## config.mk

```make
export PLATFORM = sky130hd
export DESIGN_NAME = fldm_monitor
export DESIGN_NICKNAME = d
export VERILOG_FILES = /design/src/verilog/fldm_pkg.sv /design/src/verilog/fldm_pulse_div.sv /design/src/verilog/fldm_energy_acc.sv /design/src/verilog/fldm_monitor.sv
export SDC_FILE = /design/constraint.sdc
export NUM_CORES = 1
export LEC_CHECK = 0
export ABC_AREA = 1
export BUFFER_PORTS_ARGS = -buffer_cell sky130_fd_sc_hd__buf_2
export CELL_PAD_IN_SITES_DETAIL_PLACEMENT = 1
export CELL_PAD_IN_SITES_GLOBAL_PLACEMENT = 2
export CORE_ASPECT_RATIO = 1.2
export CORE_MARGIN = 1
export CORE_UTILIZATION = 38
export CTS_CLUSTER_SIZE = 10
export DETAILED_ROUTE_END_ITERATION = 7
export PLACE_DENSITY_LB_ADDON = 0.1
export SYNTH_ARGS = -nofsm -noshare
export SYNTH_HDL_FRONTEND = slang
export SYNTH_SLANG_ARGS = --single-unit
```

## constraint.sdc

```tcl
create_clock -name clk_sys_i -period 3.3 [get_ports clk_sys_i]
set_input_delay 0.99 -clock clk_sys_i [delete_from_list [all_inputs] [get_ports clk_sys_i]]
set_output_delay 0.99 -clock clk_sys_i [all_outputs]
set_load 0.005 [all_outputs]
```

## src/verilog/fldm_pkg.sv

```systemverilog
// Purpose: shared constants and types for the fast link-drop monitor
// Assumes: 100 MHz core clock, 16-bit register port with 8-bit addresses
// Notes:   every offset, field position, reset value and time lives here
package fldm_pkg;

   // register port
   localparam int unsigned ADDR_W = 8;
   localparam int unsigned DATA_W = 16;

   localparam logic [ADDR_W-1:0] ADDR_WIN_CNT   = 8'h2C;
   localparam logic [ADDR_W-1:0] ADDR_CFG       = 8'h2D;
   localparam logic [ADDR_W-1:0] ADDR_THR       = 8'h2E;
   localparam logic [ADDR_W-1:0] ADDR_IRQ_STAT  = 8'h40;
   localparam logic [ADDR_W-1:0] ADDR_IRQ_MASK  = 8'h41;

   // config/status register fields
   localparam int unsigned CFG_SILENCE_BIT = 15;
   localparam int unsigned CFG_SKIP_BIT    = 14;
   localparam int unsigned CFG_CAUSE_LSB   = 8;
   localparam int unsigned CFG_MODES_LSB   = 0;
   localparam int unsigned N_CRIT          = 5;

   // criterion positions, shared by enables and cause flags
   localparam int unsigned CRIT_ENERGY = 0;
   localparam int unsigned CRIT_MSE    = 1;
   localparam int unsigned CRIT_MLT3   = 2;
   localparam int unsigned CRIT_RXERR  = 3;
   localparam int unsigned CRIT_DESCR  = 4;

   // threshold register fields
   localparam int unsigned THR_W       = 3;
   localparam int unsigned THR_WIN_LSB = 8;
   localparam int unsigned THR_ON_LSB  = 4;
   localparam int unsigned THR_OFF_LSB = 0;
   localparam logic [DATA_W-1:0] THR_RST = 16'h0221;

   // criteria window field
   localparam int unsigned WIN_CNT_W   = 5;
   localparam int unsigned WIN_CNT_LSB = 9;
   localparam logic [WIN_CNT_W-1:0] WIN_CNT_RST = 5'h0A;

   // interrupt status bits
   localparam int unsigned IRQ_W         = 3;
   localparam int unsigned IRQ_DROP_BIT  = 0;
   localparam int unsigned IRQ_SILENT_BIT = 1;
   localparam int unsigned IRQ_ELOST_BIT = 2;

   // timing
   localparam int unsigned CLK_PERIOD_NS = 10;
   localparam int unsigned TICK_NS       = 1000;
   localparam int unsigned TICK_W        = 7;
   localparam logic [TICK_W-1:0] TICK_CYCLES =
      TICK_W'(TICK_NS / CLK_PERIOD_NS);
   localparam int unsigned WAIT_W          = 8;
   localparam int unsigned MAX_WAIT_US_DEF = 8;

   typedef struct packed {
      logic [ADDR_W-1:0] addr;
      logic [DATA_W-1:0] wdata;
      logic              wr;
      logic              rd;
   } fldm_bus_req_t;

   typedef struct packed {
      logic signal_present;
      logic energy_sample;
      logic mse_bad;
      logic mlt3_err;
      logic rx_err;
      logic descr_sync_lost;
   } fldm_rx_ind_t;

   typedef enum logic [1:0] {
      ST_IDLE = 2'b00,
      ST_WAIT = 2'b01,
      ST_DOWN = 2'b10
   } fldm_state_t;

endpackage

```

## src/verilog/fldm_pulse_div.sv

```systemverilog
// Purpose: programmable divider giving one-cycle pulses every period enables
// Assumes: period_i is static between pulses; zero behaves as one
// Notes:   pulse is registered
`timescale 1ns/1ns
`default_nettype none
module fldm_pulse_div #(
   parameter int unsigned W = 5
) (
   // clock and reset
   input  wire logic         clk_sys_i,
   input  wire logic         resetn_i,
   // control
   input  wire logic         en_i,
   input  wire logic [W-1:0] period_i,
   // result
   output logic              pulse_o
);
   logic [W-1:0] cnt_reg;
   logic         last;

   assign last = (W'(cnt_reg + 1'b1) >= period_i) || (&cnt_reg);

   always_ff @(posedge clk_sys_i or negedge resetn_i) begin
      if (!resetn_i) begin
         cnt_reg <= '0;
         pulse_o <= 1'b0;
      end else begin
         pulse_o <= en_i && last;
         if (en_i) begin
            cnt_reg <= last ? '0 : W'(cnt_reg + 1'b1);
         end
      end
   end
endmodule // fldm_pulse_div
`default_nettype wire

```

## src/verilog/fldm_energy_acc.sv

```systemverilog
// Purpose: energy detector accumulator with hysteresis thresholds
// Assumes: tick_i is a 1 us enable pulse, sample_i a same-clock level
// Notes:   accumulator saturates; between thresholds the verdict holds
`timescale 1ns/1ns
`default_nettype none
module fldm_energy_acc
   import fldm_pkg::*;
(
   // clock and reset
   input  wire logic             clk_sys_i,
   input  wire logic             resetn_i,
   // sampling
   input  wire logic             tick_i,
   input  wire logic             sample_i,
   // settings
   input  wire logic [THR_W-1:0] win_len_i,
   input  wire logic [THR_W-1:0] on_thr_i,
   input  wire logic [THR_W-1:0] off_thr_i,
   // verdict
   output logic                  present_o,
   output logic                  lost_o
);
   logic [THR_W:0] acc_reg;
   logic [THR_W:0] acc_sum;
   logic           win_end;

   fldm_pulse_div #(.W(THR_W)) u_win (
      .clk_sys_i (clk_sys_i),
      .resetn_i  (resetn_i),
      .en_i      (tick_i),
      .period_i  (win_len_i),
      .pulse_o   (win_end)
   );

   // saturate rather than wrap, a wrap would fake an energy loss
   assign acc_sum = (tick_i && sample_i && !(&acc_reg)) ?
                    (THR_W+1)'(acc_reg + 1'b1) : acc_reg;

   always_ff @(posedge clk_sys_i or negedge resetn_i) begin
      if (!resetn_i) begin
         acc_reg <= '0;
      end else begin
         acc_reg <= win_end ? '0 : acc_sum;
      end
   end

   always_ff @(posedge clk_sys_i or negedge resetn_i) begin
      if (!resetn_i) begin
         present_o <= 1'b0;
         lost_o    <= 1'b0;
      end else if (win_end) begin
         if (acc_reg > {1'b0, on_thr_i}) begin
            present_o <= 1'b1;
            lost_o    <= 1'b0;
         end else if (acc_reg < {1'b0, off_thr_i}) begin
            present_o <= 1'b0;
            lost_o    <= 1'b1;
         end
      end
   end
endmodule // fldm_energy_acc
`default_nettype wire

```

## src/verilog/fldm_monitor.sv

```systemverilog
// Purpose: fast link-drop monitor for a copper PHY receive path
// Assumes: receive indications come from logic on clk_sys_i
// Notes:   criteria are sampled over a window of 1 us ticks
// Behaviour
// - silence-drop enable drops link and stops transmit once no signal
// - skip-wait bit bypasses the maximum wait timer before the drop
// - five cause flags latch high on event, clear when register read
// - five enable bits arm criteria independently, any mix allowed
// - enables: energy, mse, mlt3, rx error, descrambler sync loss
// - three-bit field, reset 2, sets energy accumulation window length
// - energy present when accumulator exceeds on threshold, reset 2
// - energy lost when accumulator falls below the off threshold
// - five-bit field, reset 10, sets criteria window in microseconds
//
// Implementation choice: the address-and-strobe port.
`timescale 1ns/1ns
`default_nettype none
module fldm_monitor
   import fldm_pkg::*;
#(
   parameter int unsigned MAX_WAIT_US = MAX_WAIT_US_DEF
) (
   // clock and reset
   input  wire logic          clk_sys_i,
   input  wire logic          resetn_i,
   // register port
   input  wire fldm_bus_req_t bus_i,
   output logic [DATA_W-1:0]  rd_data_o,
   // receive-path indications
   input  wire fldm_rx_ind_t  rx_ind_i,
   // link control and status
   output logic               link_down_o,
   output logic               tx_enable_o,
   output logic               energy_present_o,
   output logic               energy_lost_o,
   output logic               irq_o
);
   localparam logic [WAIT_W-1:0] WAIT_LAST = WAIT_W'(MAX_WAIT_US - 1);

   logic                 silence_en_reg;
   logic                 skip_wait_reg;
   logic [N_CRIT-1:0]    modes_reg;
   logic [N_CRIT-1:0]    cause_reg;
   logic [THR_W-1:0]     win_len_reg;
   logic [THR_W-1:0]     on_thr_reg;
   logic [THR_W-1:0]     off_thr_reg;
   logic [WIN_CNT_W-1:0] win_cnt_reg;
   logic [IRQ_W-1:0]     irq_stat_reg;
   logic [IRQ_W-1:0]     irq_mask_reg;
   logic [N_CRIT-1:0]    seen_reg;
   logic [WAIT_W-1:0]    wait_cnt_reg;
   logic                 silent_q;
   fldm_state_t          state_reg;
   fldm_state_t          state_next;

   logic                 us_tick;
   logic                 win_end;
   logic                 e_present;
   logic                 e_lost;
   logic [N_CRIT-1:0]    ev;
   logic [N_CRIT-1:0]    hit;
   logic                 any_hit;
   logic                 silent;
   logic                 link_down_next;
   logic                 wait_done;
   logic [IRQ_W-1:0]     irq_ev;
   logic [DATA_W-1:0]    rd_value;
   logic                 wr_cfg;
   logic                 wr_thr;
   logic                 wr_win;
   logic                 wr_stat;
   logic                 wr_mask;
   logic                 rd_cfg;

   // timebase and windows
   fldm_pulse_div #(.W(TICK_W)) u_us_div (
      .clk_sys_i (clk_sys_i),
      .resetn_i  (resetn_i),
      .en_i      (1'b1),
      .period_i  (TICK_CYCLES),
      .pulse_o   (us_tick)
   );

   fldm_pulse_div #(.W(WIN_CNT_W)) u_crit_win (
      .clk_sys_i (clk_sys_i),
      .resetn_i  (resetn_i),
      .en_i      (us_tick),
      .period_i  (win_cnt_reg),
      .pulse_o   (win_end)
   );

   fldm_energy_acc u_energy (
      .clk_sys_i (clk_sys_i),
      .resetn_i  (resetn_i),
      .tick_i    (us_tick),
      .sample_i  (rx_ind_i.energy_sample),
      .win_len_i (win_len_reg),
      .on_thr_i  (on_thr_reg),
      .off_thr_i (off_thr_reg),
      .present_o (e_present),
      .lost_o    (e_lost)
   );

   // register decode
   assign wr_cfg  = bus_i.wr && (bus_i.addr == ADDR_CFG);
   assign wr_thr  = bus_i.wr && (bus_i.addr == ADDR_THR);
   assign wr_win  = bus_i.wr && (bus_i.addr == ADDR_WIN_CNT);
   assign wr_stat = bus_i.wr && (bus_i.addr == ADDR_IRQ_STAT);
   assign wr_mask = bus_i.wr && (bus_i.addr == ADDR_IRQ_MASK);
   assign rd_cfg  = bus_i.rd && (bus_i.addr == ADDR_CFG);

   // criterion events in enable-bit order
   always_comb begin
      ev              = '0;
      ev[CRIT_ENERGY] = e_lost;
      ev[CRIT_MSE]    = rx_ind_i.mse_bad;
      ev[CRIT_MLT3]   = rx_ind_i.mlt3_err;
      ev[CRIT_RXERR]  = rx_ind_i.rx_err;
      ev[CRIT_DESCR]  = rx_ind_i.descr_sync_lost;
   end

   // each enable gates only its own criterion
   assign hit     = modes_reg & (seen_reg | ev);
   assign any_hit = |hit;
   assign silent  = silence_en_reg && !rx_ind_i.signal_present;

   always_ff @(posedge clk_sys_i or negedge resetn_i) begin
      if (!resetn_i) begin
         silence_en_reg <= 1'b0;
         skip_wait_reg  <= 1'b0;
         modes_reg      <= '0;
      end else if (wr_cfg) begin
         silence_en_reg <= bus_i.wdata[CFG_SILENCE_BIT];
         skip_wait_reg  <= bus_i.wdata[CFG_SKIP_BIT];
         modes_reg      <= bus_i.wdata[CFG_MODES_LSB +: N_CRIT];
      end
   end

   always_ff @(posedge clk_sys_i or negedge resetn_i) begin
      if (!resetn_i) begin
         win_len_reg <= THR_RST[THR_WIN_LSB +: THR_W];
         on_thr_reg  <= THR_RST[THR_ON_LSB +: THR_W];
         off_thr_reg <= THR_RST[THR_OFF_LSB +: THR_W];
      end else if (wr_thr) begin
         win_len_reg <= bus_i.wdata[THR_WIN_LSB +: THR_W];
         on_thr_reg  <= bus_i.wdata[THR_ON_LSB +: THR_W];
         off_thr_reg <= bus_i.wdata[THR_OFF_LSB +: THR_W];
      end
   end

   always_ff @(posedge clk_sys_i or negedge resetn_i) begin
      if (!resetn_i) begin
         win_cnt_reg <= WIN_CNT_RST;
      end else if (wr_win) begin
         win_cnt_reg <= bus_i.wdata[WIN_CNT_LSB +: WIN_CNT_W];
      end
   end

   // events seen inside the current window; a fresh window starts empty
   always_ff @(posedge clk_sys_i or negedge resetn_i) begin
      if (!resetn_i) begin
         seen_reg <= '0;
      end else begin
         seen_reg <= win_end ? '0 : (seen_reg | ev);
      end
   end

   // cause flags: a set in the read cycle survives the clear
   always_ff @(posedge clk_sys_i or negedge resetn_i) begin
      if (!resetn_i) begin
         cause_reg <= '0;
      end else begin
         cause_reg <= (rd_cfg ? '0 : cause_reg)
                      | (win_end ? hit : '0);
      end
   end

   // drop sequencing
   assign wait_done = us_tick && (wait_cnt_reg == WAIT_LAST);

   always_comb begin
      state_next = state_reg;
      unique case (state_reg)
         ST_IDLE: begin
            if (win_end && any_hit) begin
               state_next = skip_wait_reg ? ST_DOWN : ST_WAIT;
            end
         end
         ST_WAIT: begin
            if (win_end && !any_hit) begin
               state_next = ST_IDLE;
            end else if (wait_done) begin
               state_next = ST_DOWN;
            end
         end
         ST_DOWN: begin
            if (win_end && !any_hit) begin
               state_next = ST_IDLE;
            end
         end
         default: state_next = ST_IDLE;
      endcase
   end

   always_ff @(posedge clk_sys_i or negedge resetn_i) begin
      if (!resetn_i) begin
         state_reg <= ST_IDLE;
      end else begin
         state_reg <= state_next;
      end
   end

   always_ff @(posedge clk_sys_i or negedge resetn_i) begin
      if (!resetn_i) begin
         wait_cnt_reg <= '0;
      end else if (state_reg != ST_WAIT) begin
         wait_cnt_reg <= '0;
      end else if (us_tick && !wait_done) begin
         wait_cnt_reg <= WAIT_W'(wait_cnt_reg + 1'b1);
      end
   end

   // silence bypasses the window so transmit stops at once
   assign link_down_next = (state_next == ST_DOWN) || silent;

   always_ff @(posedge clk_sys_i or negedge resetn_i) begin
      if (!resetn_i) begin
         link_down_o      <= 1'b0;
         tx_enable_o      <= 1'b1;
         energy_present_o <= 1'b0;
         energy_lost_o    <= 1'b0;
         silent_q         <= 1'b0;
      end else begin
         link_down_o      <= link_down_next;
         tx_enable_o      <= !link_down_next;
         energy_present_o <= e_present;
         energy_lost_o    <= e_lost;
         silent_q         <= silent;
      end
   end

   // interrupts
   always_comb begin
      irq_ev                 = '0;
      irq_ev[IRQ_DROP_BIT]   = (state_reg != ST_DOWN)
                               && (state_next == ST_DOWN);
      irq_ev[IRQ_SILENT_BIT] = silent && !silent_q;
      irq_ev[IRQ_ELOST_BIT]  = e_lost && !energy_lost_o;
   end

   always_ff @(posedge clk_sys_i or negedge resetn_i) begin
      if (!resetn_i) begin
         irq_stat_reg <= '0;
         irq_mask_reg <= '0;
         irq_o        <= 1'b0;
      end else begin
         irq_stat_reg <= (irq_stat_reg
                          & ~(wr_stat ? bus_i.wdata[IRQ_W-1:0] : '0))
                         | irq_ev;
         if (wr_mask) begin
            irq_mask_reg <= bus_i.wdata[IRQ_W-1:0];
         end
         irq_o <= |(irq_stat_reg & irq_mask_reg);
      end
   end

   // read-back; unmapped addresses read zero
   always_comb begin
      rd_value = '0;
      unique case (bus_i.addr)
         ADDR_CFG: begin
            rd_value[CFG_SILENCE_BIT]             = silence_en_reg;
            rd_value[CFG_SKIP_BIT]                = skip_wait_reg;
            rd_value[CFG_CAUSE_LSB +: N_CRIT]     = cause_reg;
            rd_value[CFG_MODES_LSB +: N_CRIT]     = modes_reg;
         end
         ADDR_THR: begin
            rd_value[THR_WIN_LSB +: THR_W]        = win_len_reg;
            rd_value[THR_ON_LSB +: THR_W]         = on_thr_reg;
            rd_value[THR_OFF_LSB +: THR_W]        = off_thr_reg;
         end
         ADDR_WIN_CNT: begin
            rd_value[WIN_CNT_LSB +: WIN_CNT_W]    = win_cnt_reg;
         end
         ADDR_IRQ_STAT: rd_value[IRQ_W-1:0]       = irq_stat_reg;
         ADDR_IRQ_MASK: rd_value[IRQ_W-1:0]       = irq_mask_reg;
         default:       rd_value                  = '0;
      endcase
   end

   always_ff @(posedge clk_sys_i or negedge resetn_i) begin
      if (!resetn_i) begin
         rd_data_o <= '0;
      end else begin
         rd_data_o <= bus_i.rd ? rd_value : '0;
      end
   end
endmodule // fldm_monitor
`default_nettype wire

```

* After elaboration in Yosys (flattened, before gate mapping) *
Cells that the tools add are included.

storage, ports and cells
  register bits after elaboration = 93
  bits of input ports = 34
  output and inout port bits = 21
  logic and storage cells = 128

cells by class
  add/sub/neg operators = 5
  magnitude comparators = 5
  eq/ne operators = 11
  mux-type cells = 31
  bitwise gates (word level) = 7
  reduce and logical (&&, ||, !) cells = 40

operators by type and width
  kind                   count
  $eq A8 B6 Y1 const B   3
  $mux W5                4
  $logic_and A1 B1 Y1    18
  $eq A8 B7 Y1 const B   2
  $mux W16               1
  $mux W8                2
  $mux W2                7
  $pmux W2 S3            2
  $pmux W3 S4            1
  $or A5 B5 Y5           2
  $add A8 B1 Y8 const B  1
  $eq A8 B3 Y1 const B   1
  $mux W4                2
  $add A7 B1 Y7 const B  1
  $ge A7 B7 Y1 const B   1
  $logic_not A1 Y1       7
  $mux W7                1
  $reduce_and A7 Y1      1
  $and A3 B3 Y3          2
  $mux W1                6
  $mux W3                2
  $reduce_bool A2 Y1     3
  $add A5 B1 Y5 const B  1
  $and A5 B5 Y5          1
  22 further kinds       27

* Longest topological paths before layout *
Gate-level depths: netlist of the first run.

  depth after elaboration = 10
  mapped depth = 12
  depth with buffers taken out = 12

* By module *
Synthesis of the first run repeated with hierarchy kept, for this count alone.

second synthesis, totals
  cells, all modules = 617
  area total of the unflattened synthesis = 4,903.5 um2

by module, submodules not included
  module                           instances  cells each  area each (um2)  seq. area each (um2)
  fldm_monitor                     1          355         3,017.9          1,709.1
  fldm_pulse_div (u_us_div)        1          99          701.9            200.2
  fldm_pulse_div (u_crit_win)      1          66          473.0            150.1
  fldm_energy_acc                  1          61          434.2            150.1
  fldm_pulse_div (u_energy.u_win)  1          36          276.5            100.1

* Least setup slack after synthesis of the first run *
No wires, ideal clock.

  kind = register to register
  from = reg u_crit_win.cnt_reg[0]
  to = reg u_crit_win.pulse_o
  setup time = 0.113 ns
  arrival time = 1.999 ns
  required time = 3.187 ns
  path slack = 1.188 ns
  stages on the path, launching flop included = 13
  buffers on the path = 0
  clock period less this slack = 2.112 ns
  path through = dfrtp_1 ha_1 and3_1 ha_1 ha_1 nand2_1 inv_1 o21ai_0 nand3_1 nor2_1 nand2_1 nand2_1 inv_1

between the ends
  word-level cells in the longest chain between the ends = 4
  elaborated cells on any way between the ends = 5
  those cells by class = add/sub: 1; order compare: 1; reduce/logical: 3

ends and longest elaborated chain
  element                  line                  source
  from (decl)              fldm_pulse_div.sv:18  logic [W-1:0] cnt_reg;
  from (signal assigned)   fldm_pulse_div.sv:30  cnt_reg <= last ? '0 : W'(cnt_reg + 1'b1);
  $add A5 B1 Y5            fldm_pulse_div.sv:21  assign last = (W'(cnt_reg + 1'b1) >= period_i) || (&cnt_reg);
  $ge A5 B5 Y1             fldm_pulse_div.sv:21
  $logic_or A1 B1 Y1 (*)   fldm_pulse_div.sv:21
  $logic_and A1 B1 Y1 (*)  fldm_pulse_div.sv:28  pulse_o <= en_i && last;
  to (signal assigned)     fldm_pulse_div.sv:28
  to (decl)                fldm_pulse_div.sv:16  output logic pulse_o

Every way passes the cells marked *; elsewhere a longest branch is shown, timed or not.
A chain may end at the register's enable or synchronous reset.

* Final worst setup path of the first run *
Ends and elaborated chain as after synthesis.

==> results of run 1 <==
[power by group]
group	switching, uW	total [uW]	internal, uW
Clock	424	1030	607
Sequential	14.0	1170	1160
Combinational	97.2	145	47.9
[cells by family (layout without fill, tap and decap cells)]
group / after synthesis / in the layout / synth area share
DFF: 92 / 92 / 0.500
AOI/OAI and AO/OA: 71 / 71 / 0.0870
xor gates and xnor gates: 5 / 5 / 0.00948
other: 1 / 1 / 0.000812
buffers and inverters: 90 / 153 / 0.0807
adders and majority gates: 20 / 20 / 0.0542
and+or+nand+nor: 263 / 263 / 0.268
[area by class of cell]
| class | count | area, sq um | area share |
|---|---|---|---|
| inverters | 82 | 309 | 0.0578 |
| flip-flops and latches | 92 | 2310 | 0.432 |
| clock inverters | 4 | 50.0 | 0.00936 |
| multi-input cells | 360 | 1940 | 0.362 |
| clock buffers | 12 | 246 | 0.0461 |
| repair buffers | 55 | 298 | 0.0557 |
| well taps | 157 | 196 | 0.0368 |
[Yosys cell counts (3+ instances only)]
cell / number / area (sq um)
nor2_8: 3 / 60.1
o21ai_2: 4 / 35.0
nand3_1: 48 / 240
dfrtp_1: 86 / 2150
inv_2: 4 / 15.0
ha_1: 20 / 250
nor2_2: 4 / 25.0
nand2_1: 120 / 450
o21ai_0: 25 / 125
nor3_1: 8 / 40.0
dfstp_2: 6 / 158
a21oi_1: 12 / 60.1
nand2_2: 7 / 43.8
nor2_1: 55 / 206
inv_1: 77 / 289
o21ai_1: 15 / 75.1
o22ai_1: 6 / 37.5
nand4_1: 5 / 31.3
xor2_1: 3 / 26.3
[path summary, 6_finish.rpt]
| check | end | slack, ns |
|---|---|---|
| worst min-delay path | energy_lost_o | 0.38 |
| worst max register to register | u_crit_win.pulse_o | 0.87 |
| max in group asynchronous | u_crit_win.cnt_reg[2] | 1.98 |
| min in group asynchronous | irq_stat_reg[1] | 0.65 |
| worst min register to register | energy_lost_o | 0.38 |
| worst max-delay path | u_crit_win.pulse_o | 0.87 |
[layer usage]
layer / up-vias / share of wire / GRT usage
met3: 16 / 0.027 / 0.0308
met5: - / 0 / 0
li1: 1844 / - / -
met1: 1772 / 0.47 / 0.250
met2: 49 / 0.48 / 0.322
met4: 0 / 0.022 / 0.0813
[through the flow]
| stage | std cells | power (uW) | util | cell area [sq um] | setup WS [ns] |
|---|---|---|---|---|---|
| 3_5_place_dp | 746 | 1340 | 0.432 | 5050 | 0.870 |
| 6_report | 762 | 2350 | 0.458 | 5350 | 0.870 |
| 3_3_place_gp | 746 | 1330 | 0.432 | 5050 | 0.948 |
| 2_1_floorplan | 542 | 1260 | - | 4620 | 1.19 |
| 5_1_grt | 762 | 2450 | 0.458 | 5350 | 0.631 |
| 4_1_cts | 762 | 2390 | 0.458 | 5350 | 0.851 |
[layout by cell type (no fill, tap or decap), types with 3 or more instances in the layout]
cell / count
nand2_1: 120
dfrtp_1: 86
inv_1: 77
nor2_1: 55
buf_2: 51
nand3_1: 48
o21ai_0: 25
ha_1: 20
o21ai_1: 15
a21oi_1: 12
clkbuf_16: 9
nor3_1: 8
nand2_2: 7
o22ai_1: 6
dfstp_2: 6
nand4_1: 5
nor2_2: 4
inv_2: 4
o21ai_2: 4
xor2_1: 3
nor2_8: 3
buf_4: 3
[critical path: cells and delay by family, from the launching register on]
kind                     cells  cell delay, ns
AO/OA/AOI/OAI                1            0.08
flip-flops                   1            0.43
AND/OR/NAND/NOR              6            0.90
buffers and inverters        2            0.08
adder cells (fa/ha/maj)      3            0.84
==> flow_metrics.tcl, run 1 <==
set metrics [dict create \
    min_path_type "reg2reg" \
    clkSinkCount 92 \
    drtIter0Drc 82 \
    finalSetupViolations 0 \
    drv_cap 0 \
    reg2reg_depth 12 \
    yosysSeqAreaShare 0.500 \
    netlist_area_sq_mm 0.00462 \
    die_h_um 123 \
    grt.total_usage 0.194 \
    coreArea_sq_mm 0.0117 \
    insertedDiodeCount 0 \
    root_buffer "clkbuf_16" \
    firstDrtPassIters 6 \
    largest_reg_flops 15 \
    worst-path-max-fanout 6 \
    ys.flop_type "dfrtp_1" \
    antenna_left 0 \
    hold_slack_ns 0.378 \
    fin_nets 654 \
    htree_levels 3 \
    post-cts-setup-buffers 0 \
    avgSynthCellArea_sq_um 8.52 \
    worstSetupPathType "reg2reg" \
    num_io_pins 55 \
    start_util 0.396 \
    ys_async_sr_fraction 1.00 \
    post_cts_resized 0 \
    slowest_delay_ns 0.43 \
    synthCells 542 \
    die_area_sq_mm 0.0126 \
    synth_edf_count 0 \
    grt_pass1_wl_um 18500 \
    grt_max_degree 46 \
    final.setup.tns_ns 0 \
    path_cells "ha_1, and3_1, ha_1, ha_1, nand2_1, inv_1, o21ai_0, nand3_1, nor2_1, nand2_1, nand2_1, inv_1" \
    synth_warnings 0 \
    syn-num-nets 596 \
    finalHoldViolCount 0 \
    cp_data_required_time_ns 3.54 \
    num_vias 3681 \
    finalCritPeriodShare 0.736 \
    r2r_start "u_crit_win.cnt_reg[0]" \
    hold_start "u_energy.lost_o" \
    overflow 0 \
    avgViaCountPerCell 4.83 \
    slowest_stage "dfrtp_1" \
    die_w_um 103 \
    numPortBuffers 52 \
    wirelength_um 10900 \
    clock_path_buffers 2 \
    syn2layout_area_growth_pct 15.7 \
    vdd_ir_drop_max_uv 213 \
    rsz0062_at_grt "false" \
    max_freq_mhz 412 \
    maxSlewViolCount 0 \
    clock_latency_ns 0.34 \
    arrival_ns 2.67 \
    antenna_found_initial 0 \
    cts_buffers 9 \
    worstSetupStartpoint "u_crit_win.cnt_reg[0]" \
    powerDensity_mw_per_mm2 439 \
    yosysUniqueCellTypes 44 \
    cts_tree "done" \
    leakagePower_uw 0.00280 \
    rows 43 \
    routedWlPerCell_um 14.3 \
    holdPathStages 0 \
    status "finished clean" \
    drc_errors 0 \
    ys_ff_latch 92 \
    end_kind "flip-flop" \
    fillers 1451 \
    postCtsHoldBufs 0 \
    drive_above_1_share 0.179 \
    grt_pass1_vias 3830 \
    gp_congestion 0.780 \
    period_needed_ns 2.43 \
    start_kind "flip-flop" \
    tightestPinTransition_ns 0.590 \
    clk_pin_slew_ns 0.07 \
    finalClockSkew_ns 0.00610 \
    dpl.hpwl_um 8420 \
    slew_headroom 0.606 \
]
Note: power is estimated with default switching activity, not from simulation.
==> run 2, diff against run 1 <==
--- a/config.mk
+++ b/config.mk
@@ -11,7 +11,7 @@
 export CELL_PAD_IN_SITES_GLOBAL_PLACEMENT = 2
 export CORE_ASPECT_RATIO = 1.2
 export CORE_MARGIN = 1
-export CORE_UTILIZATION = 38
+export CORE_UTILIZATION = 32
 export CTS_CLUSTER_SIZE = 10
 export DETAILED_ROUTE_END_ITERATION = 7
 export PLACE_DENSITY_LB_ADDON = 0.1
==> constraint.sdc (replaced) <==
create_clock -name clk_sys_i -period 2.13 [get_ports clk_sys_i]
set_input_delay 0.639 -clock clk_sys_i [delete_from_list [all_inputs] [get_ports clk_sys_i]]
set_output_delay 0.639 -clock clk_sys_i [all_outputs]
set_load 0.005 [all_outputs]
==> run 2 against run 1 <==
Compared with the run above: the run now ends with design-rule violations left; global-route usage shrank 1.9 points; clock power grew 62%; final cell count increased by 2.8%; clock skew grew 0.0024 ns; wire length grew 7.2%; worst hold slack worse by 0.17 ns; critical path type unchanged; largest power group unchanged.
==> flow_metrics.tcl, run 2 (synthesis gave the netlist of run 1 again) <==
set metrics [dict create \
    insertedDiodeCount 0 \
    status "complete, but fails checks" \
    coreArea_sq_mm 0.0139 \
    grt_max_degree 37 \
    start_kind "flip-flop" \
    min_path_type "in2async" \
    drc_errors 3 \
    root_buffer "clkbuf_16" \
    fillers 1680 \
    fin_nets 661 \
    cp_data_required_time_ns 2.41 \
    wirelength_um 11700 \
    period_needed_ns 2.00 \
    antenna_left 0 \
    cts_tree "done" \
    routedWlPerCell_um 14.9 \
    grt_pass1_vias 4099 \
    max_freq_mhz 499 \
    avgViaCountPerCell 4.81 \
    violations "design-rule violations" \
    grt_busiest_layer "met2" \
    htree_levels 3 \
    use_met3 0.0309 \
    rsz0062_at_grt "false" \
    gr-usage-met2 0.303 \
    clock_latency_ns 0.35 \
    slowest_delay_ns 0.38 \
    slowest_stage "dfrtp_1" \
    clk_pin_slew_ns 0.07 \
    maxSlewViolCount 0 \
    finalClockSkew_ns 0.00851 \
    powerDensity_mw_per_mm2 678 \
    drv_cap 0 \
    place_area_sq_mm 0.00512 \
    num_io_pins 55 \
    fin_area_sq_mm 0.00549 \
    arrival_ns 2.29 \
    finalHoldViolCount 0 \
    overflow 0 \
    clock_path_buffers 2 \
    die_w_um 112 \
    final_cell_mix "nand2_1, dfrtp_1, inv_1" \
    gp_congestion 0.785 \
    seq_area_sq_mm 0.00231 \
    dpl.hpwl_um 9150 \
    firstDrtPassIters 6 \
    grt.total_usage 0.175 \
    leakagePower_uw 0.00284 \
    fin_util 0.394 \
    finalSetupViolations 0 \
    use_met1 0.211 \
    num_vias 3768 \
    antenna_found_initial 2 \
    final_common_cell "nand2_1" \
    grt_pass1_wl_um 20200 \
    worst-path-max-fanout 5 \
    vdd_ir_drop_max_uv 267 \
    cp_top_family "adder cells" \
    multi_input_comb_area_sq_mm 0.00198 \
    worstSetupPathType "reg2reg" \
    numPortBuffers 52 \
    clkSinkCount 92 \
    path_cells "ha_2, and3_4, ha_4, ha_4, nand2_1, inv_1, o21ai_1, nand3_1, nor2_2, buf_6, nand3_1, nand2_1" \
    drive_above_1_share 0.203 \
    largest_reg_flops 15 \
    end_kind "flip-flop" \
    syn2layout_area_growth_pct 19.0 \
    worst-path-buf-inv 2 \
    die_h_um 134 \
    final.setup.tns_ns 0 \
    cts_buffers 9 \
    finalCritPeriodShare 0.941 \
    start_util 0.331 \
    rows 47 \
    die_area_sq_mm 0.0149 \
    drtIter0Drc 125 \
]
[run 2: worst reg2reg max path, stage by stage (launching register included)]
cell and delay [ns]:
dfrtp_1 0.38, ha_2 0.21, and3_4 0.19, ha_4 0.27
ha_4 0.20, nand2_1 0.06, inv_1 0.05, o21ai_1 0.09
nand3_1 0.10, nor2_2 0.13, buf_6 0.13, nand3_1 0.07
nand2_1 0.07
[run 2: layer usage]
layer / wire (um) / share of wire / vias to the layer above
met5: 10 / 0.00086 / -
met4: 235 / 0.020 / 2
met3: 331 / 0.028 / 17
met2: 5830 / 0.50 / 50
met1: 5240 / 0.45 / 1839
li1: - / - / 1860
[run 2: cell type report]
| cell class | instances | area share |
|---|---|---|
| flip-flops and latches | 92 | 0.420 |
| multi-input cells | 360 | 0.361 |
| repair buffers | 62 | 0.0667 |
| inverters | 82 | 0.0563 |
| clock buffers | 10 | 0.0435 |
| well taps | 171 | 0.0389 |
| clock inverters | 6 | 0.0132 |
[run 2: where the power goes]
part / internal [uW] / switching [uW] / total [uW] / leakage (uW)
clock: 952 / 722 / 1670 / 0.000149
combinational: 85.5 / 154 / 239 / 0.00154
sequential: 1790 / 20.4 / 1810 / 0.00115
total: 2830 / 896 / 3730 / 0.00284
[run 2: final timing paths]
check	start	endpoint	slack [ns]	depth (start not counted)
max in group asynchronous	resetn_i	win_cnt_reg[3]	1.33	2
worst max-delay path	u_crit_win.cnt_reg[0]	u_crit_win.cnt_reg[0]	0.13	12
worst max register to register	u_crit_win.cnt_reg[0]	u_crit_win.cnt_reg[0]	0.13	12
min in group clk_sys_i	u_energy.present_o	energy_present_o	0.38	0
worst min-delay path	resetn_i	irq_o	0.21	1
worst min register to register	u_energy.present_o	energy_present_o	0.38	0
[run 2: timing repair]
action	4_1_cts	5_1_grt
gates cloned	0	0
buffers inserted	0	1
hold endpoints to repair	0	0
pin swaps	1	2
hold buffers	0	0
gates resized for setup	4	5
endpoints found under the setup margin	6	5
[run 2: metrics by stage]
step           hold slack (ns)  setup slack (ns)  power, uW  instances
3_3_place_gp             0.356           0.00830       2080        766
3_5_place_dp             0.365           -0.0914       2090        766
2_1_floorplan            0.343            0.0183       1950        542
5_1_grt                  0.228           0.00734       3890        783
4_1_cts                  0.215            0.0210       3790        782
6_report                 0.209             0.126       3730        783
==> run 3, diff against run 2 <==
--- a/config.mk
+++ b/config.mk
@@ -11,7 +11,8 @@
 export CELL_PAD_IN_SITES_GLOBAL_PLACEMENT = 2
 export CORE_ASPECT_RATIO = 1.2
 export CORE_MARGIN = 1
-export CORE_UTILIZATION = 32
+export CORE_UTILIZATION = 36
+export CTS_BUF_LIST = sky130_fd_sc_hd__clkbuf_8
 export CTS_CLUSTER_SIZE = 10
 export DETAILED_ROUTE_END_ITERATION = 7
 export PLACE_DENSITY_LB_ADDON = 0.1
==> constraint.sdc (replaced) <==
create_clock -name clk_sys_i -period 2.1 [get_ports clk_sys_i]
set_input_delay 0.63 -clock clk_sys_i [delete_from_list [all_inputs] [get_ports clk_sys_i]]
set_output_delay 0.63 -clock clk_sys_i [all_outputs]
set_load 0.005 [all_outputs]
==> run 3 against run 2 <==
Compared with the run above: the run now ends clean; via count is 1.1% lower; clock power fell by 26%; first-iteration DRC count increased by 4.8%; sequential share of layout area is 0.71 points higher; sequential power hardly changed; clock-buffer cell count rose by 1; utilization rose by 4.6 points.
==> flow_metrics.tcl, run 3 (synthesis gave the netlist of run 1 again) <==
set metrics [dict create \
    antenna_found_initial 0 \
    finalCritPeriodShare 0.930 \
    rows 44 \
    syn2layout_area_growth_pct 17.0 \
    numPortBuffers 52 \
    grt_pass1_vias 3998 \
    largest_reg_flops 15 \
    die_h_um 126 \
    gp_congestion 0.768 \
    fillers 1488 \
    die_area_sq_mm 0.0133 \
    fin_util 0.440 \
    place_area_sq_mm 0.00513 \
    firstDrtPassIters 4 \
    drtIter0Drc 131 \
    avgViaCountPerCell 4.81 \
    drive_above_1_share 0.207 \
    num_io_pins 55 \
    grt_pass1_wl_um 19800 \
    overflow 0 \
    status "finished clean" \
    maxSlewViolCount 0 \
    die_w_um 105 \
    rsz0062_at_grt "true" \
    final_cell_mix "nand2_1, dfrtp_1, inv_1" \
    final_common_cell "nand2_1" \
    num_vias 3726 \
    htree_levels 3 \
    hold_slack_ns 0.0970 \
    period_needed_ns 1.95 \
    leakagePower_uw 0.00281 \
    coreArea_sq_mm 0.0123 \
    clock_latency_ns 0.36 \
    arrival_ns 2.25 \
    grt_max_degree 47 \
    end_kind "flip-flop" \
    antenna_left 0 \
    fin_area_sq_mm 0.00540 \
    vdd_ir_drop_max_uv 293 \
    routedWlPerCell_um 14.5 \
    finalHoldViolCount 0 \
    drv_cap 0 \
    clkSinkCount 92 \
    worst-path-max-fanout 5 \
    drc_errors 0 \
    layoutNonFillerInstCount 774 \
    clock_path_buffers 2 \
    cts_tree "done" \
    root_buffer "clkbuf_8" \
    dpl.hpwl_um 8710 \
    start_util 0.376 \
    cp_data_required_time_ns 2.40 \
    max_freq_mhz 512 \
    powerDensity_mw_per_mm2 614 \
    start_kind "flip-flop" \
    cts_buffers 9 \
    post-cts-setup-buffers 0 \
    grt.total_usage 0.192 \
    worstSetupPathType "reg2reg" \
    finalClockSkew_ns 0.00971 \
    fin_nets 662 \
    dp_cells 758 \
    clk_pin_slew_ns 0.09 \
    wirelength_um 11300 \
    insertedDiodeCount 0 \
    min_path_type "in2async" \
    finalSetupViolations 0 \
]
-- run 3: changes by cell type in the layout (fill, tap and decap cells not counted) --
cell,delta
inv_1,+1
ha_1,-1
clkinv_2,+1
clkinvlp_4,-1
inv_2,+1
nand3_1,-2
clkbuf_16,-9
buf_4,+1
ha_4,+1
clkinv_4,-3
clkbuf_8,+10
nand3_2,+2
-- run 3: per-stage QoR --
stage / setup TNS (ns) / setup WS, ns / power (uW)
2_1_floorplan: 0 / 0.0491 / 1980
3_3_place_gp: 0 / 0.0197 / 2110
3_5_place_dp: -0.139 / -0.0347 / 2120
4_1_cts: 0 / 0.0318 / 3380
5_1_grt: -0.00863 / -0.00863 / 3480
6_report: 0 / 0.148 / 3320
-- run 3: area by class of cell --
class,count,area (sq um),share of cell area
Clock buffer,11,151,0.0280
Timing Repair Buffer,63,374,0.0692
Sequential cell,92,2310,0.428
Multi-Input combinational cell,360,2010,0.371
Inverter,82,309,0.0572
Clock inverter,5,51.3,0.00950
Tap cell,161,201,0.0373
-- run 3: per-layer routing --
metal | vias up | share of wire | track usage
li1 | 1856 | - | -
met1 | 1815 | 0.46 | 0.245
met2 | 41 | 0.50 | 0.330
met3 | 14 | 0.025 | 0.0321
met4 | 0 | 0.014 | 0.0572
met5 | - | 0 | 0
-- run 3: report_power, final --
group	leakage, uW	switching (uW)	internal [uW]
logic	0.00155	158	89.0
registers	0.00115	21.1	1820
clock network	0.000112	623	610
total	0.00281	802	2510
-- run 3: worst max-delay path: stages (launching register included) --
cell and delay [ns]:
dfrtp_1 0.39, ha_2 0.19, and3_4 0.18, ha_4 0.28
ha_4 0.20, nand2_1 0.06, inv_1 0.05, o21ai_1 0.07
nand3_1 0.09, nor2_2 0.12, buf_6 0.14, nand3_1 0.06
nand2_1 0.06
-- run 3: path summary, 6_finish.rpt --
kind | startpoint | to | slack, ns | cells past startpoint
setup / recovery | u_crit_win.cnt_reg[0] | u_crit_win.cnt_reg[2] | 0.15 | 12
hold / removal | resetn_i | irq_stat_reg[1] | 0.1 | 1
setup reg to reg | u_crit_win.cnt_reg[0] | u_crit_win.cnt_reg[2] | 0.15 | 12
hold reg to reg | u_energy.present_o | energy_present_o | 0.39 | 0
max in group asynchronous | resetn_i | win_cnt_reg[1] | 1.45 | 2
min in group clk_sys_i | u_energy.present_o | energy_present_o | 0.39 | 0
-- run 3: what timing repair did --
item	4_1_cts	5_1_grt
resized for setup	5	7
pin swaps	1	2
hold buffers	0	0
endpoints found under the setup margin	5	6
